### src/bregsq_consts.svh
`ifndef BREGSQ_CONSTS_SVH
`define BREGSQ_CONSTS_SVH

// Register bus layout
`define BREGSQ_ADDR_W          4
`define BREGSQ_OFF_CTRL        4'h0
`define BREGSQ_OFF_STATUS      4'h4
`define BREGSQ_OFF_REF         4'h8
`define BREGSQ_OFF_HICCUP      4'hC
`define BREGSQ_RESP_OKAY       2'h0
`define BREGSQ_RESP_SLVERR     2'h2

// Control register fields
`define BREGSQ_CTRL_SWEN_BIT   0
`define BREGSQ_CTRL_CLR_BIT    1
`define BREGSQ_CTRL_SWEN_RST   1'b1

// Status register fields
`define BREGSQ_ST_STATE_LSB    0
`define BREGSQ_ST_FBMODE_BIT   5
`define BREGSQ_ST_INPUT_UNDERVOLTAGE_LOCKOUT_BIT     6
`define BREGSQ_ST_HOT_BIT      7
`define BREGSQ_ST_OC_BIT       8
`define BREGSQ_ST_EN_BIT       9

// Reference field positions
`define BREGSQ_REF_CUR_LSB     0
`define BREGSQ_REF_TGT_LSB     16

// Voltage select codes and reference targets in millivolts
`define BREGSQ_VSEL_EXT        3'h7
`define BREGSQ_MV_SEL0         12'hCE4
`define BREGSQ_MV_SEL1         12'h9C4
`define BREGSQ_MV_SEL2         12'h708
`define BREGSQ_MV_SEL3         12'h5DC
`define BREGSQ_MV_SEL4         12'h4E2
`define BREGSQ_MV_SEL5         12'h4B0
`define BREGSQ_MV_SEL6         12'h320
`define BREGSQ_MV_FB           12'h25B

// Timing
`define BREGSQ_CLK_MHZ         40
`define BREGSQ_SLEW_UV_PER_US  1650
`define BREGSQ_SS_RISE_US      1100
`define BREGSQ_OCP_HOLD_US     1000
`define BREGSQ_SLEW_CYC        ((`BREGSQ_CLK_MHZ * 1000) / `BREGSQ_SLEW_UV_PER_US)
`define BREGSQ_FB_STEP_CYC     ((`BREGSQ_SS_RISE_US * `BREGSQ_CLK_MHZ) / `BREGSQ_MV_FB)
`define BREGSQ_OCP_HOLD_CYC    (`BREGSQ_OCP_HOLD_US * `BREGSQ_CLK_MHZ)

// Pin synchroniser width
`define BREGSQ_NPINS           9

`endif

### src/bregsq_pkg.sv
package bregsq_pkg;

   typedef logic [11:0] bregsq_mv_t;

   typedef enum logic [4:0] {
      ST_OFF   = 5'h01,
      ST_SOFT  = 5'h02,
      ST_RUN   = 5'h04,
      ST_OCP   = 5'h08,
      ST_THERM = 5'h10
   } bregsq_state_t;

endpackage

### src/bregsq_ramp_if.sv
`timescale 1ns/1ps
interface bregsq_ramp_if;
   import bregsq_pkg::*;
   logic       hold_zero;
   logic       step_en;
   logic       fb_mode;
   bregsq_mv_t target;
   bregsq_mv_t ref_mv;
   logic       at_target;

   modport ctrl (output hold_zero, step_en, fb_mode, target, input ref_mv, at_target);
   modport ramp (input hold_zero, step_en, fb_mode, target, output ref_mv, at_target);
endinterface

### src/bregsq_ramp.sv
`timescale 1ns/1ps
`include "bregsq_consts.svh"
module bregsq_ramp
   import bregsq_pkg::*;
(
   // Clock and reset
   input wire logic    aclk,
   input wire logic    aresetn,
   // Control side
   bregsq_ramp_if.ramp rif
);

   logic [6:0] cnt_ff;
   logic [6:0] nxt_cnt;
   bregsq_mv_t ref_ff;
   bregsq_mv_t nxt_ref;
   wire  [6:0] interval_last;
   wire        step_now;
   wire        go_up;

   assign interval_last = rif.fb_mode ? 7'(`BREGSQ_FB_STEP_CYC - 1)
                                      : 7'(`BREGSQ_SLEW_CYC - 1);
   assign step_now      = rif.step_en & ~rif.at_target & (cnt_ff == interval_last);
   assign go_up         = rif.target > ref_ff;
   assign rif.ref_mv    = ref_ff;
   assign rif.at_target = (ref_ff == rif.target);

   always_comb begin
      nxt_cnt = cnt_ff;
      nxt_ref = ref_ff;
      if (rif.hold_zero) begin
         nxt_cnt = 7'h00;
         nxt_ref = 12'h000;
      end else if (rif.step_en && !rif.at_target) begin
         nxt_cnt = step_now ? 7'h00 : 7'(cnt_ff + 7'h01);
         if (step_now) begin
            nxt_ref = go_up ? 12'(ref_ff + 12'h001) : 12'(ref_ff - 12'h001);
         end
      end else begin
         nxt_cnt = 7'h00;
      end
   end

   always_ff @(posedge aclk) begin
      if (!aresetn) begin
         cnt_ff <= 7'h00;
         ref_ff <= 12'h000;
      end else begin
         cnt_ff <= nxt_cnt;
         ref_ff <= nxt_ref;
      end
   end

endmodule

### src/bregsq_top.sv
`timescale 1ns/1ps
`include "bregsq_consts.svh"
module bregsq_top
   import bregsq_pkg::*;
#(
   parameter int unsigned OCP_HOLD_CYC = `BREGSQ_OCP_HOLD_CYC
) (
   // Clock and reset
   input  wire logic                      aclk,
   input  wire logic                      aresetn,
   // Pins and analog comparators
   input  wire logic [2:0]                voltage_select_bits,
   input  wire logic                      enable_pin,
   input  wire logic                      input_undervoltage_lockout_above_rise,
   input  wire logic                      input_undervoltage_lockout_above_fall,
   input  wire logic                      overcurrent_detect,
   input  wire logic                      thermal_hot,
   input  wire logic                      thermal_cooled,
   // Power stage controls
   output logic [11:0]                    ref_mv,
   output logic                           fb_select,
   output logic                           high_side_en,
   output logic                           low_side_force,
   output logic                           switching_en,
   output logic                           shutdown_low_power,
   // AXI4-Lite write
   input  wire logic                      s_axi_awvalid,
   output logic                           s_axi_awready,
   input  wire logic [`BREGSQ_ADDR_W-1:0] s_axi_awaddr,
   input  wire logic                      s_axi_wvalid,
   output logic                           s_axi_wready,
   input  wire logic [31:0]               s_axi_wdata,
   input  wire logic [3:0]                s_axi_wstrb,
   output logic                           s_axi_bvalid,
   input  wire logic                      s_axi_bready,
   output logic [1:0]                     s_axi_bresp,
   // AXI4-Lite read
   input  wire logic                      s_axi_arvalid,
   output logic                           s_axi_arready,
   input  wire logic [`BREGSQ_ADDR_W-1:0] s_axi_araddr,
   output logic                           s_axi_rvalid,
   input  wire logic                      s_axi_rready,
   output logic [31:0]                    s_axi_rdata,
   output logic [1:0]                     s_axi_rresp
);

   // Pin synchronisers: three stages, accept when stages two and three agree
   wire  [`BREGSQ_NPINS-1:0] pins_raw;
   logic [`BREGSQ_NPINS-1:0] pins_f;

   assign pins_raw = {thermal_cooled, thermal_hot, overcurrent_detect, input_undervoltage_lockout_above_rise,
                      input_undervoltage_lockout_above_fall, enable_pin, voltage_select_bits};

   for (genvar i = 0; i < `BREGSQ_NPINS; i++) begin : g_sync
      logic s1_ff;
      logic s2_ff;
      logic s3_ff;
      logic filt_ff;
      always_ff @(posedge aclk) begin
         if (!aresetn) begin
            s1_ff   <= 1'b0;
            s2_ff   <= 1'b0;
            s3_ff   <= 1'b0;
            filt_ff <= 1'b0;
         end else begin
            s1_ff   <= pins_raw[i];
            s2_ff   <= s1_ff;
            s3_ff   <= s2_ff;
            filt_ff <= (s2_ff == s3_ff) ? s3_ff : filt_ff;
         end
      end
      assign pins_f[i] = filt_ff;
   end

   wire [2:0] vsel     = pins_f[2:0];
   wire       en_f     = pins_f[3];
   wire       ufall_f  = pins_f[4];
   wire       urise_f  = pins_f[5];
   wire       oc_f     = pins_f[6];
   wire       hot_f    = pins_f[7];
   wire       cool_f   = pins_f[8];

   // Registers and state
   bregsq_state_t state_ff;
   bregsq_state_t nxt_state;
   logic          input_undervoltage_lockout_lock_ff;
   logic          fb_mode_ff;
   bregsq_mv_t    target_ff;
   logic [15:0]   hold_cnt_ff;
   logic [15:0]   hiccup_cnt_ff;
   logic          sw_en_ff;
   logic          fb_select_ff;
   logic          high_side_en_ff;
   logic          low_side_force_ff;
   logic          switching_en_ff;
   logic          shutdown_ff;

   bregsq_ramp_if rif ();

   bregsq_ramp u_ramp (
      .aclk    (aclk),
      .aresetn (aresetn),
      .rif     (rif)
   );

   // Select decode
   wire        sel_ext    = (vsel == `BREGSQ_VSEL_EXT);
   wire [11:0] preset_mv  = (vsel == 3'h0) ? `BREGSQ_MV_SEL0 :
                            (vsel == 3'h1) ? `BREGSQ_MV_SEL1 :
                            (vsel == 3'h2) ? `BREGSQ_MV_SEL2 :
                            (vsel == 3'h3) ? `BREGSQ_MV_SEL3 :
                            (vsel == 3'h4) ? `BREGSQ_MV_SEL4 :
                            (vsel == 3'h5) ? `BREGSQ_MV_SEL5 :
                                             `BREGSQ_MV_SEL6;
   wire        active     = (state_ff == ST_SOFT) || (state_ff == ST_RUN);
   wire        run_ok     = en_f & sw_en_ff & ~input_undervoltage_lockout_lock_ff;
   wire        hold_done  = (hold_cnt_ff == 16'(OCP_HOLD_CYC - 1));
   wire        ocp_enter  = active & oc_f & (nxt_state == ST_OCP);
   // Mode is frozen while active; preset target tracks the pins, 111 is not followed
   wire        nxt_fbmode = active ? fb_mode_ff : sel_ext;
   wire [11:0] nxt_target = nxt_fbmode ? `BREGSQ_MV_FB :
                            (sel_ext ? target_ff : preset_mv);

   assign rif.hold_zero = ~active;
   assign rif.step_en   = active;
   assign rif.fb_mode   = fb_mode_ff;
   assign rif.target    = target_ff;

   always_comb begin
      nxt_state = state_ff;
      if (!run_ok) begin
         nxt_state = ST_OFF;
      end else begin
         unique case (state_ff)
            ST_OFF: begin
               nxt_state = hot_f ? ST_THERM : ST_SOFT;
            end
            ST_SOFT: begin
               if (hot_f) begin
                  nxt_state = ST_THERM;
               end else if (oc_f) begin
                  nxt_state = ST_OCP;
               end else if (rif.at_target) begin
                  nxt_state = ST_RUN;
               end
            end
            ST_RUN: begin
               if (hot_f) begin
                  nxt_state = ST_THERM;
               end else if (oc_f) begin
                  nxt_state = ST_OCP;
               end
            end
            ST_OCP: begin
               if (hot_f) begin
                  nxt_state = ST_THERM;
               end else if (hold_done) begin
                  nxt_state = ST_SOFT;
               end
            end
            ST_THERM: begin
               if (cool_f && !hot_f) begin
                  nxt_state = ST_SOFT;
               end
            end
            default: nxt_state = ST_OFF;
         endcase
      end
   end

   always_ff @(posedge aclk) begin
      if (!aresetn) begin
         state_ff     <= ST_OFF;
         input_undervoltage_lockout_lock_ff <= 1'b1;
         fb_mode_ff   <= 1'b0;
         target_ff    <= 12'h000;
         hold_cnt_ff  <= 16'h0000;
      end else begin
         state_ff     <= nxt_state;
         // Two thresholds give the lockout its hysteresis
         input_undervoltage_lockout_lock_ff <= !ufall_f ? 1'b1 : (urise_f ? 1'b0 : input_undervoltage_lockout_lock_ff);
         fb_mode_ff   <= nxt_fbmode;
         target_ff    <= nxt_target;
         hold_cnt_ff  <= (state_ff == ST_OCP) ? 16'(hold_cnt_ff + 16'h0001) : 16'h0000;
      end
   end

   // Power stage outputs
   always_ff @(posedge aclk) begin
      if (!aresetn) begin
         fb_select_ff      <= 1'b0;
         high_side_en_ff   <= 1'b0;
         low_side_force_ff <= 1'b0;
         switching_en_ff   <= 1'b0;
         shutdown_ff       <= 1'b1;
      end else begin
         fb_select_ff      <= nxt_fbmode;
         high_side_en_ff   <= (nxt_state == ST_SOFT) || (nxt_state == ST_RUN);
         low_side_force_ff <= (nxt_state == ST_OCP);
         switching_en_ff   <= (nxt_state == ST_SOFT) || (nxt_state == ST_RUN);
         shutdown_ff       <= (nxt_state == ST_OFF);
      end
   end

   assign ref_mv             = rif.ref_mv;
   assign fb_select          = fb_select_ff;
   assign high_side_en       = high_side_en_ff;
   assign low_side_force     = low_side_force_ff;
   assign switching_en       = switching_en_ff;
   assign shutdown_low_power = shutdown_ff;

   // AXI4-Lite slave
   logic                      awready_ff;
   logic                      wready_ff;
   logic                      aw_hold_ff;
   logic                      w_hold_ff;
   logic [`BREGSQ_ADDR_W-1:0] aw_addr_ff;
   logic [31:0]               w_data_ff;
   logic [3:0]                w_strb_ff;
   logic                      bvalid_ff;
   logic [1:0]                bresp_ff;
   logic                      arready_ff;
   logic                      rvalid_ff;
   logic [31:0]               rdata_ff;
   logic [1:0]                rresp_ff;

   wire aw_take  = s_axi_awvalid & awready_ff;
   wire w_take   = s_axi_wvalid & wready_ff;
   wire do_write = aw_hold_ff & w_hold_ff & ~bvalid_ff;
   wire b_done   = bvalid_ff & s_axi_bready;
   wire ar_take  = s_axi_arvalid & arready_ff;
   wire r_done   = rvalid_ff & s_axi_rready;
   wire wr_ctrl  = do_write & (aw_addr_ff == `BREGSQ_OFF_CTRL) & w_strb_ff[0];
   wire wr_hit   = (aw_addr_ff == `BREGSQ_OFF_CTRL) || (aw_addr_ff == `BREGSQ_OFF_STATUS) ||
                   (aw_addr_ff == `BREGSQ_OFF_REF)  || (aw_addr_ff == `BREGSQ_OFF_HICCUP);
   wire rd_hit   = (s_axi_araddr == `BREGSQ_OFF_CTRL) || (s_axi_araddr == `BREGSQ_OFF_STATUS) ||
                   (s_axi_araddr == `BREGSQ_OFF_REF)  || (s_axi_araddr == `BREGSQ_OFF_HICCUP);
   wire hic_clr  = wr_ctrl & w_data_ff[`BREGSQ_CTRL_CLR_BIT];

   wire [31:0] status_word = (32'(state_ff) << `BREGSQ_ST_STATE_LSB)
                           | (32'(fb_mode_ff)   << `BREGSQ_ST_FBMODE_BIT)
                           | (32'(input_undervoltage_lockout_lock_ff) << `BREGSQ_ST_INPUT_UNDERVOLTAGE_LOCKOUT_BIT)
                           | (32'(hot_f)        << `BREGSQ_ST_HOT_BIT)
                           | (32'(oc_f)         << `BREGSQ_ST_OC_BIT)
                           | (32'(en_f)         << `BREGSQ_ST_EN_BIT);
   wire [31:0] ref_word    = (32'(rif.ref_mv) << `BREGSQ_REF_CUR_LSB)
                           | (32'(target_ff)  << `BREGSQ_REF_TGT_LSB);
   wire [31:0] rd_mux      = (s_axi_araddr == `BREGSQ_OFF_CTRL)   ? 32'(sw_en_ff) :
                             (s_axi_araddr == `BREGSQ_OFF_STATUS) ? status_word :
                             (s_axi_araddr == `BREGSQ_OFF_REF)    ? ref_word :
                             (s_axi_araddr == `BREGSQ_OFF_HICCUP) ? 32'(hiccup_cnt_ff) :
                                                                    32'h0000_0000;

   always_ff @(posedge aclk) begin
      if (!aresetn) begin
         awready_ff <= 1'b1;
         wready_ff  <= 1'b1;
         aw_hold_ff <= 1'b0;
         w_hold_ff  <= 1'b0;
         aw_addr_ff <= 4'h0;
         w_data_ff  <= 32'h0000_0000;
         w_strb_ff  <= 4'h0;
         bvalid_ff  <= 1'b0;
         bresp_ff   <= `BREGSQ_RESP_OKAY;
      end else begin
         awready_ff <= aw_take ? 1'b0 : (b_done ? 1'b1 : awready_ff);
         wready_ff  <= w_take ? 1'b0 : (b_done ? 1'b1 : wready_ff);
         aw_hold_ff <= aw_take ? 1'b1 : (do_write ? 1'b0 : aw_hold_ff);
         w_hold_ff  <= w_take ? 1'b1 : (do_write ? 1'b0 : w_hold_ff);
         aw_addr_ff <= aw_take ? s_axi_awaddr : aw_addr_ff;
         w_data_ff  <= w_take ? s_axi_wdata : w_data_ff;
         w_strb_ff  <= w_take ? s_axi_wstrb : w_strb_ff;
         bvalid_ff  <= do_write ? 1'b1 : (b_done ? 1'b0 : bvalid_ff);
         bresp_ff   <= do_write ? (wr_hit ? `BREGSQ_RESP_OKAY : `BREGSQ_RESP_SLVERR) : bresp_ff;
      end
   end

   always_ff @(posedge aclk) begin
      if (!aresetn) begin
         arready_ff <= 1'b1;
         rvalid_ff  <= 1'b0;
         rdata_ff   <= 32'h0000_0000;
         rresp_ff   <= `BREGSQ_RESP_OKAY;
      end else begin
         arready_ff <= ar_take ? 1'b0 : (r_done ? 1'b1 : arready_ff);
         rvalid_ff  <= ar_take ? 1'b1 : (r_done ? 1'b0 : rvalid_ff);
         rdata_ff   <= ar_take ? rd_mux : rdata_ff;
         rresp_ff   <= ar_take ? (rd_hit ? `BREGSQ_RESP_OKAY : `BREGSQ_RESP_SLVERR) : rresp_ff;
      end
   end

   // Software enable and hiccup counter; a new event in the same cycle as a clear restarts the count at one
   always_ff @(posedge aclk) begin
      if (!aresetn) begin
         sw_en_ff      <= `BREGSQ_CTRL_SWEN_RST;
         hiccup_cnt_ff <= 16'h0000;
      end else begin
         sw_en_ff      <= wr_ctrl ? w_data_ff[`BREGSQ_CTRL_SWEN_BIT] : sw_en_ff;
         if (ocp_enter) begin
            hiccup_cnt_ff <= (hic_clr ? 16'h0000 : hiccup_cnt_ff)
                             + ((hiccup_cnt_ff == 16'hFFFF && !hic_clr) ? 16'h0000 : 16'h0001);
         end else if (hic_clr) begin
            hiccup_cnt_ff <= 16'h0000;
         end
      end
   end

   assign s_axi_awready = awready_ff;
   assign s_axi_wready  = wready_ff;
   assign s_axi_bvalid  = bvalid_ff;
   assign s_axi_bresp   = bresp_ff;
   assign s_axi_arready = arready_ff;
   assign s_axi_rvalid  = rvalid_ff;
   assign s_axi_rdata   = rdata_ff;
   assign s_axi_rresp   = rresp_ff;

endmodule

### config.mk
export PLATFORM = sky130hd
export DESIGN_NAME = bregsq_top
export DESIGN_NICKNAME = d
export VERILOG_FILES = /design/src/bregsq_pkg.sv /design/src/bregsq_ramp_if.sv /design/src/bregsq_ramp.sv /design/src/bregsq_top.sv
export VERILOG_INCLUDE_DIRS = /design/src /design/src/src
export SDC_FILE = /design/constraint.sdc
export NUM_CORES = 1
export LEC_CHECK = 0
export BUFFER_PORTS_ARGS = -buffer_cell sky130_fd_sc_hd__clkbuf_2
export CORE_MARGIN = 3
export CORE_UTILIZATION = 40
export DETAILED_ROUTE_END_ITERATION = 10
export PLACE_DENSITY_LB_ADDON = 0.15
export SLEW_MARGIN = 0
export SYNTH_ARGS = -nofsm -noshare
export SYNTH_HDL_FRONTEND = slang
export SYNTH_SLANG_ARGS = --single-unit
### constraint.sdc
create_clock -name aclk -period 4.56 [get_ports aclk]
set_input_delay 1.368 -clock aclk [delete_from_list [all_inputs] [get_ports aclk]]
set_output_delay 1.368 -clock aclk [all_outputs]
set_load 0.01 [all_outputs]
==> reports/results.tsv, run 1 <==
metric	value	unit
vias in the first global route	5462	
row count	46	
DP HPWL	11.71	mm
area occupied by registers	3083	µm²
crit end category	flip-flop	
most common cell after layout, fill and taps aside	dfxtp_1	
vias	5584	
final hold violation count	0	
die height	135.8	µm
TritonCTS clock tree	done	
hold_buf cts	0	
CP arrival	4140	ps
DRT Wirelength	15.87	mm
Slew @ Worst Pin	728.6	ps
leakage	3.039	nW
drt drc	0	
Yosys cell types	54	
Final Cell Area	7782	µm²
CTS clk-pin slew, worst paths	60	ps
Post-synth top flop	dfxtp_1	
core area	16170	µm²
Post-synth EDFFs	0	
crit-path max cell delay	470	ps
max-slew violation count	0	
Critical Path Fanout Max	11	
placed cells	1056	
Die X	135.8	µm
Synth Instances	799	
Layout Cells excl Fill	1087	
fill cell count	1593	
number of CTS-inserted buffers	17	
total global-route track usage	0.1776	
Crit Path Category	reg -> reg	
IO Port Bufs	78	
Routed WL per cell	14.60	µm
Initial DRT Pass Iterations	6	
initial antenna violation count	0	
FF+latch count, synth	154	
full die area	18440	µm²
sequential share of the synthesized area	0.4574	
pin count of the biggest net entering global routing	31	
total clock sinks	154	
Async SR Flop Fraction	0	
initial drt markers	283	
Post-DP Area	7217	µm²
clk_lat worst skew	420	ps
final critical-path share of the clock period	0.8439	
worst path cell trace	inv_1, ha_1, nand4_1, nor2_1, a21boi_0, a2111o_1, nand2b_1, buf_4, inv_1, fa_1, nor2b_1, o21ai_0, a21boi_0, o2111ai_1, and3_1, o21ai_0, a21oi_1	
Max transition margin	0.5110	
Syn. warnings	0	
I/O Pins	118	
CTS resizes	0	
Tmin final	3848	ps
status	completed	
Avg Vias per Cell	5.137	
syn avg cell area	8.436	µm²
Cell Pwr Density	368.4	nW/µm²
CTS max path bufs	2	
share of layout cells above drive strength 1	0.1401	
postcts setup bufs	0	
DRT antenna net count	0	
Hold WS	433.2	ps
Worst path slowest cell	dfxtp_1	
min-delay worst type	reg -> reg	
Initial Utilization	0.4168	
Worst VDD drop	0.2798	mV
setup TNS	0	ps
CTS H-Tree Depth	4	
Setup crit start kind	flip-flop	
Mapped Area	6740	µm²
Area growth syn-to-layout	15.46	%
area of the multi-input gates	3319	µm²
Root Driver	clkbuf_16	
final setup violation count	0	
NumNets Final	946	
most frequent cells in the layout	154 x dfxtp_1, 101 x nand2_1, 91 x nor2_1	
antenna cells	0	
first-pass GRT wire length	26.23	mm
CP required	4850	ps
gr ovfl total	0	
RSZ-0062 raised after global routing	false	
Worst Clk Skew	7.961	ps
Placer Congestion	0.8607	
# Max-Cap Violations	0	
final core occ	0.4812	
Max Fclk	259.9	MHz
layout make-up:
cell class,count,area share
repair buffers,86,0.05788
well taps,216,0.03473
multi-input cells,575,0.4265
clock buffers,18,0.05514
clock inverters,13,0.01752
flip-flops and latches,154,0.3961
inverters,25,0.01206
flip-flops by register name, indices dropped and copies added, names as in the netlist, 9 cells and up:
register and flops:
rif.target 12, u_ramp.rif.ref_mv 12, g_sync.s2_ff 9, hold_cnt_ff 16, g_sync.s3_ff 9, hiccup_cnt_ff 16
s_axi_rdata 28, g_sync.s1_ff 9
cell usage after synthesis, types with 2 or more instances:
cell type	count	area [µm²]
nor2_1	91	341.6
a21oi_1	88	440.4
nand2_1	101	379.1
or3_1	4	25.02
buf_2	3	15.01
buf_4	19	142.6
and2_1	37	231.5
nor4_1	2	12.51
nor2b_1	4	25.02
or3_2	2	15.01
a221oi_1	3	26.28
a31oi_1	2	12.51
mux2i_1	11	110.1
o211ai_1	3	22.52
inv_1	24	90.09
a21boi_0	3	22.52
clkbuf_1	27	101.4
a22oi_1	10	75.07
nand4_1	8	50.05
nor3_1	11	55.05
a211oi_1	5	37.54
nand3_1	41	205.2
ha_1	26	325.3
a21o_1	4	30.03
xor2_1	23	201.4
o21a_1	2	15.01
and3_1	15	93.84
xnor2_1	18	157.7
o21ai_0	31	155.2
and4_1	3	26.28
dfxtp_1	154	3083
nand2b_1	2	12.51
path summary, 6_finish.rpt:
kind                               from                     to  slack, ps  cells after the start
setup / recovery  u_ramp.rif.ref_mv[10]  u_ramp.rif.ref_mv[10]        710                     17
hold / removal          g_sync[4].s1_ff        g_sync[4].s2_ff        430                      1
setup reg to reg  u_ramp.rif.ref_mv[10]  u_ramp.rif.ref_mv[10]        710                     17
hold reg to reg         g_sync[4].s1_ff        g_sync[4].s2_ff        430                      1
layer usage:
| metal | share of wire | wire length, µm | GRT usage | up-vias |
|---|---|---|---|---|
| li1 | - | - | - | 2824 |
| met1 | 0.45 | 7078 | 0.2212 | 2604 |
| met2 | 0.49 | 7771 | 0.3009 | 133 |
| met3 | 0.045 | 717 | 0.03701 | 23 |
| met4 | 0.019 | 306 | 0.07111 | 0 |
| met5 | 0 | 0 | 0 | - |
report_power, final:
part           switching, mW  total [mW]  internal (mW)  leakage [nW]
sequential            0.0153        1.39           1.37          1.25
clock                  0.585        1.35          0.764         0.268
combinational         0.0829       0.132         0.0495          1.52
through the flow:
stage / power, mW / setup slack (ps)
6_report: 2.867 / 711.9
5_1_grt: 2.971 / 413.2
4_1_cts: 2.905 / 728.8
3_5_place_dp: 1.549 / 785.9
3_3_place_gp: 1.545 / 834.1
2_1_floorplan: 1.502 / 1189
logic make-up (layout without fill, tap and decap cells):
family,Yosys count,count (layout),share of synthesized area
XOR/XNOR,41,41,0.05328
AO/OA/AOI/OAI,160,160,0.1357
flip-flops,154,154,0.4574
AND/OR/NAND/NOR,330,330,0.2326
multiplexers,11,11,0.01634
other,1,6,0.0005564
adder cells (fa/ha/maj),27,27,0.05123
buffers and inverters,75,142,0.05290
worst max-delay path: cells and delay by family, from the launching register on:
kind | cells | cell delay, ps
buffers and inverters | 3 | 340
AO/OA/AOI/OAI | 7 | 1570
AND/OR/NAND/NOR | 5 | 610
adder cells (fa/ha/maj) | 2 | 730
flip-flops | 1 | 470
(Power assumes the default switching activity.)
==> inputs of run 2 (changes only) <==
Clock period 4.56 ns to 3.1 ns, I/O delays scaled along.
==> run 2 against run 1 <==
The run now ends with negative setup slack left. Routed wire length rose by 5.9%. Combinational power rose by 89%. First-iteration DRC count rose by 7.8%. Sequential share of layout area fell by 3.0 points. Non-clock buffer count rose by 47. Largest cell class unchanged.
==> reports/results.tsv, run 2 (synthesis gave the netlist of run 1 again) <==
metric	value	unit
Avg Vias per Cell	5.113	
die height	135.8	µm
Final Cell Area	8489	µm²
failing checks	negative setup slack	
r2r startpoint	rif.target[8]	
Critical Path Fanout Max	6	
I/O Pins	118	
leakage	3.336	nW
Root Driver	clkbuf_16	
total global-route track usage	0.1849	
# Max-Cap Violations	0	
IO Port Bufs	78	
most common cell after layout, fill and taps aside	dfxtp_1	
worst flop-to-flop path endpoint	u_ramp.rif.ref_mv[11]	
row count	46	
full die area	18440	µm²
Internal Dissipation	3.367	mW
area of the multi-input gates	3602	µm²
Initial DRT Pass Iterations	5	
area occupied by registers	3109	µm²
initial drt markers	305	
status	complete, but fails checks	
DP HPWL	12.21	mm
gr ovfl total	0	
setup TNS	-65.59	ps
total clock sinks	154	
share of layout cells above drive strength 1	0.2533	
switching power	0.9683	mW
crit path launch	rif.target[8]	
cells on worst reg2reg path	15	
Post-DP Area	7520	µm²
Worst Setup EP	u_ramp.rif.ref_mv[11]	
min-delay worst type	reg -> reg	
Logic pwr share	0.058	
Tmin final	3146	ps
CP arrival	3480	ps
Cell Pwr Density	510.7	nW/µm²
CTS H-Tree Depth	4	
final hold violation count	0	
antenna cells	0	
first-pass GRT wire length	27.24	mm
Sw Share	0.2233	
Setup crit start kind	flip-flop	
vias	5788	
total power	4.335	mW
setup slack after layout	-45.73	ps
Worst VDD drop	0.4096	mV
final critical-path share of the clock period	1.015	
Largest register FFs	28	
CP required	3430	ps
Die X	135.8	µm
DRT antenna net count	0	
max-slew violation count	0	
fill cell count	1501	
pin count of the biggest net entering global routing	28	
NumNets Final	993	
clk_lat worst skew	420	ps
RSZ-0062 raised after global routing	true	
Worst Clk Skew	11.63	ps
most frequent cells in the layout	135 x dfxtp_1, 101 x nand2_1, 89 x nor2_1	
drt drc	0	
number of CTS-inserted buffers	17	
crit end category	flip-flop	
Slew @ Worst Pin	607.3	ps
Max transition margin	0.5951	
TritonCTS clock tree	done	
Max Fclk	317.9	MHz
Clk pwr share	0.472	
Area growth syn-to-layout	25.95	%
Crit Path Category	reg -> reg	
Placer Congestion	0.8543	
core area	16170	µm²
r2r setup slk	-50	ps
initial antenna violation count	0	
Routed WL per cell	14.85	µm
sequential share of power	0.470	
final setup violation count	2	
CTS max path bufs	2	
CTS clk-pin slew, worst paths	60	ps
Initial Utilization	0.4168	
DRT Wirelength	16.81	mm
vias in the first global route	5659	
==> run 2: cell count changes in the layout (fill, tap and decap cells not counted), moves of 4 or more <==
cell,change
buf_4,+44
dfxtp_1,-19
dfxtp_2,+18
ha_1,-16
ha_4,+14
inv_1,-6
inv_2,+6
o21ai_0,-6
a21oi_1,-4
a21oi_2,+4
o21ai_2,+4
==> run 2: cell type report <==
cell class,instances,share of cell area
Inverter,25,0.01105
Sequential cell,154,0.3662
Clock inverter,9,0.01356
Tap cell,216,0.03183
Timing Repair Buffer,133,0.09801
Clock buffer,20,0.05497
Multi-Input combinational cell,575,0.4243
==> run 2: critical path, stage by stage, from the launching register on <==
cell and delay [ps]:
dfxtp_4 360, ha_4 230, nand4_1 140, buf_4 140, a21oi_2 30, a2111o_1 450
nand2b_4 180, buf_12 120, ha_4 190, a21o_1 170, a21oi_2 140, nor3b_4 220
a21oi_2 80, xor2_1 160, or3_1 300, a21oi_1 120
==> run 2: worst min-delay path by stage <==
stage                     slack, ps  depth (start not counted)         startpoint                            endpoint
after floorplan                 410                          1  g_sync[4].filt_ff  input_undervoltage_lockout_lock_ff
after global placement          420                          1    g_sync[5].s1_ff                     g_sync[5].s2_ff
after detailed placement        420                          1    g_sync[5].s1_ff                     g_sync[5].s2_ff
after CTS                       430                          1    g_sync[5].s1_ff                     g_sync[5].s2_ff
after global routing            440                          1    g_sync[2].s1_ff                     g_sync[2].s2_ff
final                           430                          1    g_sync[5].s1_ff                     g_sync[5].s2_ff
==> run 2: per-layer routing <==
metal	share of wire	up-vias	global-route usage
met5	0	-	0
met4	0.016	0	0.06775
met3	0.038	19	0.04145
met2	0.50	114	0.3197
met1	0.45	2727	0.2256
li1	-	2928	-
==> run 2: what timing repair did <==
item / CTS / global route
gates resized for setup: 56 / 19
setup endpoints to repair: 5 / 6
pin swaps: 23 / 21
hold buffers: 0 / 0
setup buffers: 4 / 6
==> run 2: metrics by stage <==
stage	hold WS [ps]	setup WS, ps	instances	utilization
2_1_floorplan	406.7	6.042	804	-
3_3_place_gp	417.6	-120.9	1093	0.4650
3_5_place_dp	419.1	-162.6	1093	0.4650
4_1_cts	433.7	-2.751	1126	0.5156
5_1_grt	442.7	-163.5	1132	0.5249
6_report	434.3	-45.73	1132	0.5249
==> run 2: power groups by stage <==
stage                     clock, mW  combinational [mW]  sequential [mW]
after floorplan                   0               0.131             2.08
after global placement            0               0.212             2.08
after detailed placement          0               0.218             2.08
after CTS                      2.09               0.231             2.04
after global routing           2.18               0.276             2.04
final                          2.05               0.250             2.04
==> inputs of run 3 (changes only) <==
Settings changed: ABC_AREA set to 1, CORE_MARGIN 3 to 5.
==> run 3 against run 2 <==
The run now ends clean. Clock skew increased by 2.2 ps. Power increased by 0.20%. Sequential share of layout area decreased by 0.99 points. Routed wire length increased by 5.5%. Worst hold slack got worse by 21 ps. First-iteration DRC count decreased by 22%. Register-to-register slack improved by 280 ps. Utilization decreased by 4.3 points. Via count increased by 11%. Sequential cell count unchanged. Critical path type unchanged. Critical endpoint unchanged. Largest cell class unchanged.
==> reports/results.tsv, run 3 <==
metric	value	unit
status	completed	
CTS max path bufs	2	
first-pass GRT wire length	29.46	mm
pin count of the biggest net entering global routing	48	
DRT Wirelength	17.74	mm
NumNets Final	1186	
Placer Congestion	0.8388	
Largest register FFs	28	
final core occ	0.4818	
Routed WL per cell	13.24	µm
Area contributors post-synth	dfxtp_1 42%, nand2_1 11%, inv_1 6.8%	
IO Port Bufs	78	
Mapped Area	7300	µm²
DRT antenna net count	0	
final hold violation count	0	
core area	17960	µm²
Initial DRT Pass Iterations	4	
final critical-path share of the clock period	0.9235	
max-slew violation count	0	
Worst Clk Skew	13.84	ps
met1 WL	8.784	mm
Root Driver	clkbuf_16	
met3 routed wirelength	716	µm
Final Cell Area	8655	µm²
Cell Pwr Density	501.9	nW/µm²
number of CTS-inserted buffers	17	
Yosys cell types	51	
CTS H-Tree Depth	4	
setup slack after layout	237.0	ps
leakage	3.837	nW
full die area	21050	µm²
Die X	145.1	µm
syn avg cell area	7.242	µm²
Tmin final	2863	ps
final setup violation count	0	
Avg Vias per Cell	4.785	
Post-synth EDFFs	0	
Initial Utilization	0.4064	
Post-synth top flop	dfxtp_1	
# Max-Cap Violations	0	
min-delay worst type	reg -> reg	
initial antenna violation count	0	
Crit Path Category	reg -> reg	
total global-route track usage	0.1667	
Synth Instances	1008	
sequential share of the synthesized area	0.4224	
vias	6412	
Async SR Flop Fraction	0	
fill cell count	1824	
routed wl met2	8.007	mm
count leader, synth	nand2_1	
initial drt markers	238	
most common cell after layout, fill and taps aside	nand2_1	
Commonest cells post-synth	214 x nand2_1, 154 x dfxtp_1, 133 x inv_1	
clk_lat worst skew	430	ps
most frequent cells in the layout	213 x nand2_1, 153 x dfxtp_1, 133 x inv_1	
share of layout cells above drive strength 1	0.1683	
Area growth syn-to-layout	18.56	%
Max Fclk	349.3	MHz
Yosys top cell by area	dfxtp_1	
share of the synthesized area in the top cell type	0.4224	
total power	4.344	mW
die height	145.1	µm
Setup crit start kind	flip-flop	
gr ovfl total	0	
DP HPWL	13.08	mm
drt drc	0	
CP required	3420	ps
CP arrival	3180	ps
antenna cells	0	
I/O Pins	118	
Critical Path Fanout Max	6	
worst slack, placed	49.07	ps
total clock sinks	154	
Worst VDD drop	0.3935	mV
crit end category	flip-flop	
top layer reached by signal wires	met4	
vias in the first global route	5959	
CTS clk-pin slew, worst paths	60	ps
FF+latch count, synth	154	
row count	49	
TritonCTS clock tree	done	
Post-DP Area	7991	µm²
Syn. warnings	0	
[run 3: what timing repair did]
action                     4_1_cts  5_1_grt
gates resized for setup          0       23
setup endpoints to repair        0        5
hold buffers                     0        0
buffers inserted                 0        0
[run 3: worst max-delay path, cell delays in order, from the launching register on]
cell,delay [ps]
dfxtp_2,360
inv_1,80
ha_1,300
inv_1,50
nor2_2,120
nand2_1,60
nor2_1,120
nand2_1,70
nand3_1,120
nand2_2,120
buf_4,200
ha_1,320
a21o_1,190
a31oi_1,140
and3_1,190
nor2_1,60
nor2_2,120
nand2_1,60
nand2_1,50
nor2_1,30
[run 3: cells by family after synthesis]
| group | synth area share |
|---|---|
| xor+xnor | 0.01560 |
| buf+inv | 0.1073 |
| other cells | 0.0005137 |
| compound gates | 0.1558 |
| fa+ha+maj | 0.04731 |
| flops | 0.4224 |
| simple gates | 0.2511 |
[run 3: final timing paths]
path	start	end	slack, ps	depth (start not counted)
max	u_ramp.rif.ref_mv[9]	u_ramp.rif.ref_mv[11]	240	19
min reg2reg	g_sync[4].s1_ff	g_sync[4].s2_ff	410	2
max reg2reg	u_ramp.rif.ref_mv[9]	u_ramp.rif.ref_mv[11]	240	19
min	g_sync[4].s1_ff	g_sync[4].s2_ff	410	2
[run 3: layout make-up]
class                           count  area [µm²]  area share
Clock buffer                       18       429.2     0.04959
Clock inverter                     13       136.4     0.01576
Inverter                          137       516.7     0.05971
Multi-Input combinational cell    676        3548      0.4100
Sequential cell                   154        3084      0.3564
Tap cell                          229       286.5     0.03311
Timing Repair Buffer              113       653.1     0.07547
[run 3: metrics by stage]
step	hold WS, ps	cells	setup TNS (ps)
5_1_grt	429.0	1340	-30.11
2_1_floorplan	390.5	1013	0
4_1_cts	414.6	1340	0
3_3_place_gp	392.9	1309	0
3_5_place_dp	399.8	1309	0
6_report	413.1	1340	0
[run 3: layer usage]
metal | up-vias | track usage
met5 | - | 0
met4 | 0 | 0.05364
met3 | 15 | 0.03555
met2 | 104 | 0.2578
met1 | 2868 | 0.2328
li1 | 3425 | -
[run 3: power by group]
| part | leakage [nW] | switching [mW] | internal (mW) |
|---|---|---|---|
| registers | 1.25 | 0.0319 | 2.04 |
| logic | 2.31 | 0.166 | 0.105 |
| clock network | 0.268 | 0.882 | 1.12 |
| total | 3.84 | 1.08 | 3.26 |
